`config.mk`:
```
export PLATFORM = sky130hd
export DESIGN_NAME = lnbr_register_bank
export DESIGN_NICKNAME = d
export VERILOG_FILES = /design/src/lnbr_pkg.sv /design/src/lnbr_register_bank.sv /design/src/lnbr_sync.sv /design/src/lnbr_fault_latch.sv
export VERILOG_INCLUDE_DIRS = /design/src
export SDC_FILE = /design/constraint.sdc
export NUM_CORES = 1
export LEC_CHECK = 0
export BUFFER_PORTS_ARGS = -buffer_cell sky130_fd_sc_hd__buf_2
export CAP_MARGIN = 20
export CORE_MARGIN = 2
export CORE_UTILIZATION = 63
export CTS_BUF_LIST = sky130_fd_sc_hd__clkbuf_16
export CTS_CLUSTER_SIZE = 30
export DETAILED_ROUTE_END_ITERATION = 7
export GPL_TIMING_DRIVEN = 0
export PLACE_DENSITY_LB_ADDON = 0.12
export SLEW_MARGIN = 20
export SYNTH_ARGS = -nofsm -noshare
export SYNTH_HDL_FRONTEND = slang
export SYNTH_HIERARCHICAL = 1
export SYNTH_SLANG_ARGS = --single-unit
```
`constraint.sdc`:
```
create_clock -name clk -period 4.3 [get_ports clk]
set_input_delay 1.075 -clock clk [delete_from_list [all_inputs] [get_ports clk]]
set_output_delay 1.075 -clock clk [all_outputs]
set_load 0.01 [all_outputs]
```
`src/lnbr_params.svh`:
```
`ifndef LNBR_PARAMS_SVH
`define LNBR_PARAMS_SVH

// Register offsets
`define LNBR_REG_CTRL_ONE      8'h00
`define LNBR_REG_CTRL_TWO      8'h01
`define LNBR_REG_STATUS        8'h02

// Reset values
`define LNBR_CTRL_ONE_RST      8'h08
`define LNBR_CTRL_TWO_RST      8'h09
`define LNBR_STATUS_RST        7'h29
`define LNBR_PIN_SYNC_RST      4'h3

// Target addresses chosen by the address-select code
`define LNBR_SEL_VCC           2'h0
`define LNBR_SEL_FLOAT         2'h1
`define LNBR_SEL_GND           2'h2
`define LNBR_ADDR_VCC          7'h08
`define LNBR_ADDR_FLOAT        7'h09
`define LNBR_ADDR_GND          7'h10
`define LNBR_ADDR_DIV          7'h11

// Bit count of one serial byte, and the byte read back from unused offsets
`define LNBR_BYTE_BITS         4'h8
`define LNBR_READ_PAD          8'h00

`endif

```
`src/lnbr_pkg.sv`:
```
package lnbr_pkg;

  typedef enum logic [3:0] {
    ST_IDLE, ST_ADDR, ST_ADDR_ACK, ST_REG, ST_REG_ACK,
    ST_WDATA, ST_WDATA_ACK, ST_RDATA, ST_RDATA_ACK
  } lnbr_state_t;

  typedef struct packed {
    logic       hostControlSelect;
    logic       forcedSwitchingSelect;
    logic       reservedFive;
    logic [3:0] outputLevelCode;
    logic       extDoubleToneEnable;
  } lnbr_ctrl_one_t;

  typedef struct packed {
    logic toneAmplitudeSelect;
    logic hiccupLongSelect;
    logic switchLimitFiveSelect;
    logic switchFreqSelect;
    logic supplyEnable;
    logic detectOutputMode;
    logic bypassAuto;
    logic bypassManualOn;
  } lnbr_ctrl_two_t;

  typedef struct packed {
    logic toneDetectInRange;
    logic linearStageOn;
    logic hotDieWarning;
    logic thermalShutdownFlag;
    logic overcurrentFlag;
    logic cableConnected;
    logic outputInRange;
  } lnbr_status_t;

endpackage

```
`src/lnbr_register_bank.sv`:
```
// How it works
// - Device acknowledges its address and each written byte by holding data low through the next clock high.
// - Written data is committed on the falling clock edge of the data LSB.
// - Serial writes are acknowledged but not committed while the enable pin is low.
// - Control one bit 6 selects power-save or forced fixed-frequency switching.
// - Control one bits 4..1 hold the output level code, reset 0100b.
// - Control one bit 0 enables external double-rate tone input and output.
// - Control two bit 7 selects tone amplitude 650 or 750 mV.
// - Control two bit 6 selects short or long hiccup periods.
// - Control two bit 5 selects three or five times switch current limit scale.
// - Control two bit 4 selects 1 MHz or 500 kHz switching.
// - Control two bit 3, reset 1, enables the antenna supply output when register control is set.
// - Bypass gate follows tone transmit when auto, else the manual bit.
// - Status flags follow their conditions without any bus access.
// - Thermal shutdown or overcurrent latches fault low until status is read.
// - Status bits 6..0 report tone, linear stage, hot, shutdown, overcurrent, cable, level.
// - Target address from select pin: 0x08, 0x09, 0x10 or 0x11.
// - Seven-bit addressing only; ten-bit and general call addresses ignored.
// - With register control set, level follows the code even with enable low.
`include "lnbr_params.svh"

module lnbr_register_bank
  import lnbr_pkg::*;
(
  input  wire logic           clk,
  input  wire logic           rst_b,
  input  wire logic           sclPin,
  input  wire logic           sdaIn,
  output logic                sdaOut,
  output logic                sdaOe,
  input  wire logic           enPin,
  input  wire logic [1:0]     addrSelPin,
  input  wire logic           toneTransmitting,
  input  wire lnbr_status_t   statusPins,
  output lnbr_ctrl_one_t      ctrlOne,
  output lnbr_ctrl_two_t      ctrlTwo,
  output logic                levelFromRegisters,
  output logic                supplyOutputEnable,
  output logic                bypassGateDrive,
  output logic                faultOut_b
);

  logic [3:0]     pinSync;
  logic [1:0]     addrSelS;
  lnbr_status_t   statS;
  logic           enS;
  logic           toneS;
  logic           sclS;
  logic           sdaS;
  logic           sclPrev_q;
  logic           sdaPrev_q;
  lnbr_state_t    state_q;
  lnbr_state_t    state_d;
  logic [3:0]     bitCnt_q;
  logic [3:0]     bitCnt_d;
  logic [7:0]     shift_q;
  logic [7:0]     shift_d;
  logic [7:0]     ptr_q;
  logic [7:0]     ptr_d;
  logic           sdaOe_q;
  logic           sdaOe_d;
  logic           masterAck_q;
  logic           masterAck_d;
  lnbr_ctrl_one_t ctrlOne_q;
  lnbr_ctrl_two_t ctrlTwo_q;
  logic           loadRead;

  // Pins cross into the clock domain through two flops each
  lnbr_sync #(.W(4), .RST(`LNBR_PIN_SYNC_RST)) u_pinSync (
    .clk       (clk),
    .rst_b     (rst_b),
    .rawLevel  ({enPin, toneTransmitting, sclPin, sdaIn}),
    .syncLevel (pinSync)
  );
  lnbr_sync #(.W(2), .RST(`LNBR_SEL_VCC)) u_addrSync (
    .clk       (clk),
    .rst_b     (rst_b),
    .rawLevel  (addrSelPin),
    .syncLevel (addrSelS)
  );
  // Status follows the analog conditions live, no bus access needed
  lnbr_sync #(.W(7), .RST(`LNBR_STATUS_RST)) u_statSync (
    .clk       (clk),
    .rst_b     (rst_b),
    .rawLevel  (statusPins),
    .syncLevel (statS)
  );

  assign enS   = pinSync[3];
  assign toneS = pinSync[2];
  assign sclS  = pinSync[1];
  assign sdaS  = pinSync[0];

  // Bus line events seen at the 200 MHz sample rate
  wire sclRise   = sclS & ~sclPrev_q;
  wire sclFall   = ~sclS & sclPrev_q;
  wire startSeen = sclS & sclPrev_q & sdaPrev_q & ~sdaS;
  wire stopSeen  = sclS & sclPrev_q & ~sdaPrev_q & sdaS;
  wire byteDone  = sclFall & (bitCnt_q == `LNBR_BYTE_BITS);

  // Target address from the select strap
  wire [6:0] devAddr = (addrSelS == `LNBR_SEL_VCC)   ? `LNBR_ADDR_VCC   :
                       (addrSelS == `LNBR_SEL_FLOAT) ? `LNBR_ADDR_FLOAT :
                       (addrSelS == `LNBR_SEL_GND)   ? `LNBR_ADDR_GND   :
                                                       `LNBR_ADDR_DIV;
  // General call and ten-bit headers never equal a seven-bit target address
  wire addrMatch = (shift_q[7:1] == devAddr);

  // Write decode: commit only while enabled, status is read-only
  wire wrStrobe = (state_q == ST_WDATA) & byteDone & enS;
  wire wrOne    = wrStrobe & (ptr_q == `LNBR_REG_CTRL_ONE);
  wire wrTwo    = wrStrobe & (ptr_q == `LNBR_REG_CTRL_TWO);

  // Read data selection; reserved status bit reads zero
  wire [7:0] statByte = {1'b0, statS};
  wire [7:0] readData = (ptr_q == `LNBR_REG_CTRL_ONE) ? ctrlOne_q :
                        (ptr_q == `LNBR_REG_CTRL_TWO) ? ctrlTwo_q :
                        (ptr_q == `LNBR_REG_STATUS)   ? statByte  :
                                                        `LNBR_READ_PAD;
  wire faultRelease = loadRead & (ptr_q == `LNBR_REG_STATUS);
  wire faultSet     = statS.thermalShutdownFlag | statS.overcurrentFlag;

  // Serial target sequencer
  always_comb begin
    state_d     = state_q;
    bitCnt_d    = bitCnt_q;
    shift_d     = shift_q;
    ptr_d       = ptr_q;
    sdaOe_d     = sdaOe_q;
    masterAck_d = masterAck_q;
    loadRead    = 1'b0;
    if (startSeen) begin
      state_d  = ST_ADDR;
      bitCnt_d = 4'h0;
      sdaOe_d  = 1'b0;
    end else if (stopSeen) begin
      state_d = ST_IDLE;
      sdaOe_d = 1'b0;
    end else begin
      case (state_q)
        ST_ADDR, ST_REG, ST_WDATA: begin
          if (sclRise) begin
            shift_d  = {shift_q[6:0], sdaS};
            bitCnt_d = bitCnt_q + 4'h1;
          end else if (byteDone) begin
            sdaOe_d = 1'b1;
            if (state_q == ST_ADDR) begin
              state_d = addrMatch ? ST_ADDR_ACK : ST_IDLE;
              sdaOe_d = addrMatch;
              masterAck_d = shift_q[0]; // Direction bit kept until ack ends
            end else if (state_q == ST_REG) begin
              ptr_d   = shift_q;
              state_d = ST_REG_ACK;
            end else begin
              state_d = ST_WDATA_ACK;
            end
          end
        end
        ST_ADDR_ACK, ST_REG_ACK, ST_WDATA_ACK: begin
          // Ack is held low across the whole ninth clock high phase
          if (sclFall) begin
            sdaOe_d  = 1'b0;
            bitCnt_d = 4'h0;
            state_d  = ST_WDATA;
            if (state_q == ST_WDATA_ACK) begin
              ptr_d = ptr_q + 8'h01;
            end else if (state_q == ST_REG_ACK) begin
              state_d = ST_WDATA;
            end else if (masterAck_q) begin
              state_d  = ST_RDATA;
              ptr_d    = ptr_q + 8'h01; // Post-increment: a continued read fetches the next one
              loadRead = 1'b1;
              shift_d  = readData;
              sdaOe_d  = ~readData[7];
            end else begin
              state_d = ST_REG;
            end
          end
        end
        ST_RDATA: begin
          if (sclFall) begin
            bitCnt_d = bitCnt_q + 4'h1;
            shift_d  = {shift_q[6:0], 1'b0};
            sdaOe_d  = ~shift_q[6];
            if (bitCnt_q == 4'h7) begin
              sdaOe_d = 1'b0;
              state_d = ST_RDATA_ACK;
            end
          end
        end
        ST_RDATA_ACK: begin
          if (sclRise) begin
            masterAck_d = ~sdaS;
          end else if (sclFall) begin
            bitCnt_d = 4'h0;
            if (masterAck_q) begin
              state_d  = ST_RDATA;
              ptr_d    = ptr_q + 8'h01;
              loadRead = 1'b1;
              shift_d  = readData;
              sdaOe_d  = ~readData[7];
            end else begin
              state_d = ST_IDLE;
            end
          end
        end
        ST_IDLE: begin
          state_d = ST_IDLE;
        end
        default: begin
          state_d = ST_IDLE;
          sdaOe_d = 1'b0;
        end
      endcase
    end
  end

  // Sequencer registers
  always_ff @(posedge clk or negedge rst_b) begin
    if (!rst_b) begin
      state_q     <= ST_IDLE;
      bitCnt_q    <= 4'h0;
      shift_q     <= 8'h00;
      ptr_q       <= 8'h00;
      sdaOe_q     <= 1'b0;
      masterAck_q <= 1'b0;
      sclPrev_q   <= 1'b1;
      sdaPrev_q   <= 1'b1;
    end else begin
      state_q     <= state_d;
      bitCnt_q    <= bitCnt_d;
      shift_q     <= shift_d;
      ptr_q       <= ptr_d;
      sdaOe_q     <= sdaOe_d;
      masterAck_q <= masterAck_d;
      sclPrev_q   <= sclS;
      sdaPrev_q   <= sdaS;
    end
  end

  // Control registers, written at the LSB falling edge
  always_ff @(posedge clk or negedge rst_b) begin
    if (!rst_b) begin
      ctrlOne_q <= `LNBR_CTRL_ONE_RST;
      ctrlTwo_q <= `LNBR_CTRL_TWO_RST;
    end else if (wrOne) begin
      ctrlOne_q <= shift_q;
    end else if (wrTwo) begin
      ctrlTwo_q <= shift_q;
    end
  end

  lnbr_fault_latch u_fault (
    .clk          (clk),
    .rst_b        (rst_b),
    .faultSet     (faultSet),
    .faultRelease (faultRelease),
    .faultOut_b   (faultOut_b)
  );

  // Open-drain data line only ever pulls low
  assign sdaOut  = 1'b0;
  assign sdaOe   = sdaOe_q;
  assign ctrlOne = ctrlOne_q;
  assign ctrlTwo = ctrlTwo_q;

  // Register control overrides the enable pin, even when it is low
  assign levelFromRegisters = ctrlOne_q.hostControlSelect;
  assign supplyOutputEnable = ctrlOne_q.hostControlSelect ? ctrlTwo_q.supplyEnable
                                                          : enS;
  assign bypassGateDrive    = ctrlTwo_q.bypassAuto ? toneS
                                                   : ctrlTwo_q.bypassManualOn;

  property p_addr_ack;
    @(posedge clk) disable iff (!rst_b)
      (state_q == ST_ADDR && byteDone && addrMatch && !startSeen && !stopSeen)
        |=> sdaOe_q ##0 state_q == ST_ADDR_ACK;
  endproperty
  a_addr_ack: assert property (p_addr_ack) else $error("address not acknowledged");

  property p_ack_hold;
    @(posedge clk) disable iff (!rst_b)
      (state_q == ST_WDATA_ACK && sclS && !sclFall && !stopSeen && !startSeen)
        |-> sdaOe_q;
  endproperty
  a_ack_hold: assert property (p_ack_hold) else $error("ack released during high");

  property p_commit;
    @(posedge clk) disable iff (!rst_b)
      wrOne |=> (ctrlOne_q == $past(shift_q));
  endproperty
  a_commit: assert property (p_commit) else $error("write not committed");

  property p_no_wr_disabled;
    @(posedge clk) disable iff (!rst_b)
      !enS |=> $stable(ctrlOne_q) && $stable(ctrlTwo_q);
  endproperty
  a_no_wr_disabled: assert property (p_no_wr_disabled) else $error("write while off");

  property p_status_ro;
    @(posedge clk) disable iff (!rst_b)
      (wrStrobe && ptr_q == `LNBR_REG_STATUS) |=> $stable(ctrlOne_q) && $stable(ctrlTwo_q);
  endproperty
  a_status_ro: assert property (p_status_ro) else $error("status write changed control");

  property p_reg_ctrl;
    @(posedge clk) disable iff (!rst_b)
      (ctrlOne_q.hostControlSelect && !enS) |-> supplyOutputEnable == ctrlTwo_q.supplyEnable;
  endproperty
  a_reg_ctrl: assert property (p_reg_ctrl) else $error("level ignores registers");

  property p_fault_set;
    @(posedge clk) disable iff (!rst_b)
      faultSet |=> !faultOut_b ##1 (!faultOut_b || $past(faultRelease));
  endproperty
  a_fault_set: assert property (p_fault_set) else $error("fault not latched");

  property p_fault_hold;
    @(posedge clk) disable iff (!rst_b)
      (!faultOut_b && !faultRelease) |=> !faultOut_b;
  endproperty
  a_fault_hold: assert property (p_fault_hold) else $error("fault released early");

  property p_bypass;
    @(posedge clk) disable iff (!rst_b)
      (!ctrlTwo_q.bypassAuto && $changed(ctrlTwo_q.bypassManualOn))
        |-> bypassGateDrive == ctrlTwo_q.bypassManualOn;
  endproperty
  a_bypass: assert property (p_bypass) else $error("bypass gate wrong");

  property p_addr_ignore;
    @(posedge clk) disable iff (!rst_b)
      (state_q == ST_ADDR && byteDone && !addrMatch && !startSeen && !stopSeen)
        |=> state_q == ST_IDLE && !sdaOe_q;
  endproperty
  a_addr_ignore: assert property (p_addr_ignore) else $error("foreign address taken");

endmodule // lnbr_register_bank

```
`src/lnbr_sync.sv`:
```
// Two-stage synchroniser for levels from outside the clock domain
module lnbr_sync #(
  parameter int         W   = 1,
  parameter logic [W-1:0] RST = '0
) (
  input  wire logic         clk,
  input  wire logic         rst_b,
  input  wire logic [W-1:0] rawLevel,
  output logic      [W-1:0] syncLevel
);

  logic [W-1:0] meta_q;

  // First stage feeds only the second stage
  always_ff @(posedge clk or negedge rst_b) begin
    if (!rst_b) begin
      meta_q    <= RST;
      syncLevel <= RST;
    end else begin
      meta_q    <= rawLevel;
      syncLevel <= meta_q;
    end
  end

endmodule // lnbr_sync

```
`src/lnbr_fault_latch.sv`:
```
// Latched fault output, released by a read of the status register
module lnbr_fault_latch (
  input  wire logic clk,
  input  wire logic rst_b,
  input  wire logic faultSet,
  input  wire logic faultRelease,
  output logic      faultOut_b
);

  // Set wins over release so a fault still present is not lost
  always_ff @(posedge clk or negedge rst_b) begin
    if (!rst_b) begin
      faultOut_b <= 1'b0;
    end else if (faultSet) begin
      faultOut_b <= 1'b0;
    end else if (faultRelease) begin
      faultOut_b <= 1'b1;
    end
  end

endmodule // lnbr_fault_latch

```
==> impl_results.md <==
- RSZ-0062 raised after global routing: false
- Root Buffer Master: clkbuf_16
- Ant diodes: 0
- Max-cap violations: 0
- Pwr dens: 421.5 mW/mm^2
- Distinct cells, synth: 63
- Synth top area share: 0.3799
- Vias per cell: about 6.3
- Max Clock Freq: 0.4126 GHz
- Worst path arrival time: 2.64 ns
- Maximum VDD drop: approximately 370 uV
- Tcrit/Tclk final: 0.5636
- Final count of hold timing violations: 0
- Synth area leaders: dfrtp_1 (38%), dfstp_2 (11%), mux2_2 (9.2%)
- Layout Area Growth over Synthesis: 15.20%
- Placement Cell Area: between 0.003 and 0.004 mm^2
- Post-CTS Hold Buffers: 0
- Crit-path max FO: 8
- Post-CTS Resized: 0
- Pins Over Slew Limit: 0
- Power, Total: between 1.5 and 2 mW
- IO buf count: 35
- Top post-synthesis cells by count: dfrtp_1 (56), nand2_1 (39), mux2_2 (30), o21ai_0 (30), nor2_1 (21)
- DRC: 0
- Worst-case clock buffer depth: 2
- Mapped Cells: around 350
- CTS tree: yes
- Number of flops mapped to enable cells by yosys: 0
- Final global-route overflow total: 0
- Die W: between 80 and 90 um
- Rel. slew slack: 0.4507
- Placer Congestion: a little over 0.9
- Final ANT Viol Nets: 0
- Number of fill cells in the layout: approximately 400
- Antenna violations before repair: 0
- First-pass GRT wire length: approximately 15,000 um
- DP Wirelength: ~6300 um
- Post-synthesis register bit count: 71
- Vias in the first global route: 2,869
- Placeable Area: roughly 0.0056 mm^2
- Clock skew: around 0.0081 ns
- Post-Route Setup TNS: 0 ns
- Status: completed
- Area leader, netlist: dfrtp_1
- Post-CTS setup buffers: 0
- Average wire per standard cell: slightly below 20 um
- Warnings, synthesis: 6
- Post-synthesis sequential area ratio: 0.4868
- Core Rows: 27
- Async SR Flop Fraction: 1.000
- Post-layout util: 0.7623
- Share of layout cells above drive strength 1: 0.3199
- Synth Net Count: between 300 and 400
- I/O pins: 37
- Pre-Repair DR Iteration Count: 5
- DIE HEIGHT: just over 80 um
- Worst skew pair latency: roughly 0.34 ns
- CTS Sinks: between 70 and 80
- Crit Path Class: reg -> reg
- Worst Tran Pin Value: 0.8226 ns
- Hold Crit Class: reg -> reg
- GRT Total Usage: 0.3038
- Syn_area_per_cell: between 10 and 15 um^2
- DR iter-0 viols: roughly 320
- Clock transition at the registers of the reported paths: 0.06 ns
- H-tree depth: 3
- Cell with the most instances after synthesis: dfrtp_1
- Req. time, crit path: between 4 and 5 ns
- Critical Path End Type: register
- Total number of vias: slightly below 3,000
- CP Launch Type: register
- Maximum number of pins on one net before global-route repair: 46
- Mapped cell area: around 0.0037 mm^2
- Setup Viol. Count Final: 0
- Initial core utilization: 0.6617
- Total CTS buffers: 9
- Routed wire length: approximately 9100 um
- Nets@finish: around 410
- Die footprint: around 0.0065 mm^2
- Post-synth top flop: dfrtp_1
- Min Tclk post-route: between 2 and 2.5 ns
- Final Cell Area: between 0.004 and 0.005 mm^2
- Lkg Pwr: between 1.5 and 2 nW
## area by class of cell
cell class / instances / area, um^2 / share of cell area
Timing Repair Buffer: 36 / 197.7 / 0.04653
Sequential cell: 71 / 1795 / 0.4226
Clock buffer: 9 / 225.2 / 0.05300
Tap cell: 72 / 90.09 / 0.02120
Multi-Input combinational cell: 247 / 1750 / 0.4120
Inverter: 10 / 37.54 / 0.008834
Clock inverter: 7 / 47.55 / 0.01119
Buffer: 17 / 105.1 / 0.02474
## state kept, by name, summed over array words and instances, names as in the netlist
register              flops
ctrlTwo                   8
ptr_q                     8
shift_q                   8
ctrlOne                   7
u_statSync/meta_q         7
u_statSync/syncLevel      7
bitCnt_q                  4
state_q                   4
u_pinSync/meta_q          4
u_pinSync/syncLevel       4
u_addrSync/meta_q         2
u_addrSync/syncLevel      2
levelFromRegisters        1
masterAck_q               1
sclPrev_q                 1
sdaOe                     1
sdaPrev_q                 1
u_fault/faultOut_b        1
## final timing paths
| path | cells after the start | end | start | slack (ns) |
|---|---|---|---|---|
| max | 6 | ctrlTwo[2] | ptr_q[0] | 1.88 |
| min | 0 | u_addrSync/syncLevel[1] | u_addrSync/meta_q[1] | 0.35 |
| max reg2reg | 6 | ctrlTwo[2] | ptr_q[0] | 1.88 |
| min reg2reg | 0 | u_addrSync/syncLevel[1] | u_addrSync/meta_q[1] | 0.35 |
| max in group asynchronous | 2 | u_statSync/syncLevel[3] | rst_b | 3.03 |
| min in group asynchronous | 1 | state_q[2] | rst_b | 0.65 |
## logic make-up after synthesis
| logic type | after synthesis | synth area share |
|---|---|---|
| compound gates | 91 | 0.1747 |
| flops | 71 | 0.4868 |
| xor+xnor | 6 | 0.01425 |
| fa+ha+maj | 7 | 0.02307 |
| other cells | 1 | 0.001017 |
| buf+inv | 27 | 0.03867 |
| simple gates | 109 | 0.1618 |
| mux | 33 | 0.09973 |
## worst max-delay path: stages, from the launching register on
cell	delay, ns
dfrtp_1	0.49
inv_1	0.12
ha_1	0.25
inv_1	0.22
nand2_1	0.15
nor4_4	0.64
mux2_2	0.43
## cell usage in the layout, fill, tap and decap left out, drive strengths merged, types with 4 or more instances in the layout
| cell type | n |
|---|---|
| mux2 | 30 |
| dfrtp | 56 |
| a22o | 11 |
| buf | 49 |
| a21oi | 15 |
| clkbuf | 13 |
| nor2b | 4 |
| nand4 | 4 |
| a221o | 6 |
| inv | 11 |
| nor2 | 21 |
| nor3 | 7 |
| xnor2 | 4 |
| nand2 | 39 |
| o21ai | 31 |
| clkinv | 4 |
| nor3b | 5 |
| ha | 6 |
| nand3 | 5 |
| dfstp | 15 |
| nor4 | 5 |
## where the power goes
part / leakage, nW / total, mW / internal [mW] / switching, mW
Sequential: 0.882 / 0.820 / 0.734 / 0.0864
Combinational: 0.954 / 0.287 / 0.125 / 0.162
Clock: 0.132 / 0.683 / 0.390 / 0.294
Total: 1.97 / 1.79 / 1.25 / 0.542
## metrics by stage
step	hold WS, ns	setup slack (ns)	cells
floorplan	0.3312	2.375	345
global placement	0.3331	1.799	452
detailed placement	0.3347	1.952	453
CTS	0.3510	1.905	469
global route	0.3510	1.776	469
finish	0.3474	1.876	469
## per-layer routing
metal | track usage | vias to the layer above | share of wire
li1 | - | 1355 | -
met1 | 0.4221 | 1465 | 0.43
met5 | 0 | - | 0
met2 | 0.4792 | 134 | 0.48
met3 | 0.06629 | 15 | 0.070
met4 | 0.09153 | 0 | 0.013
Power figures use the tool's default switching activity.
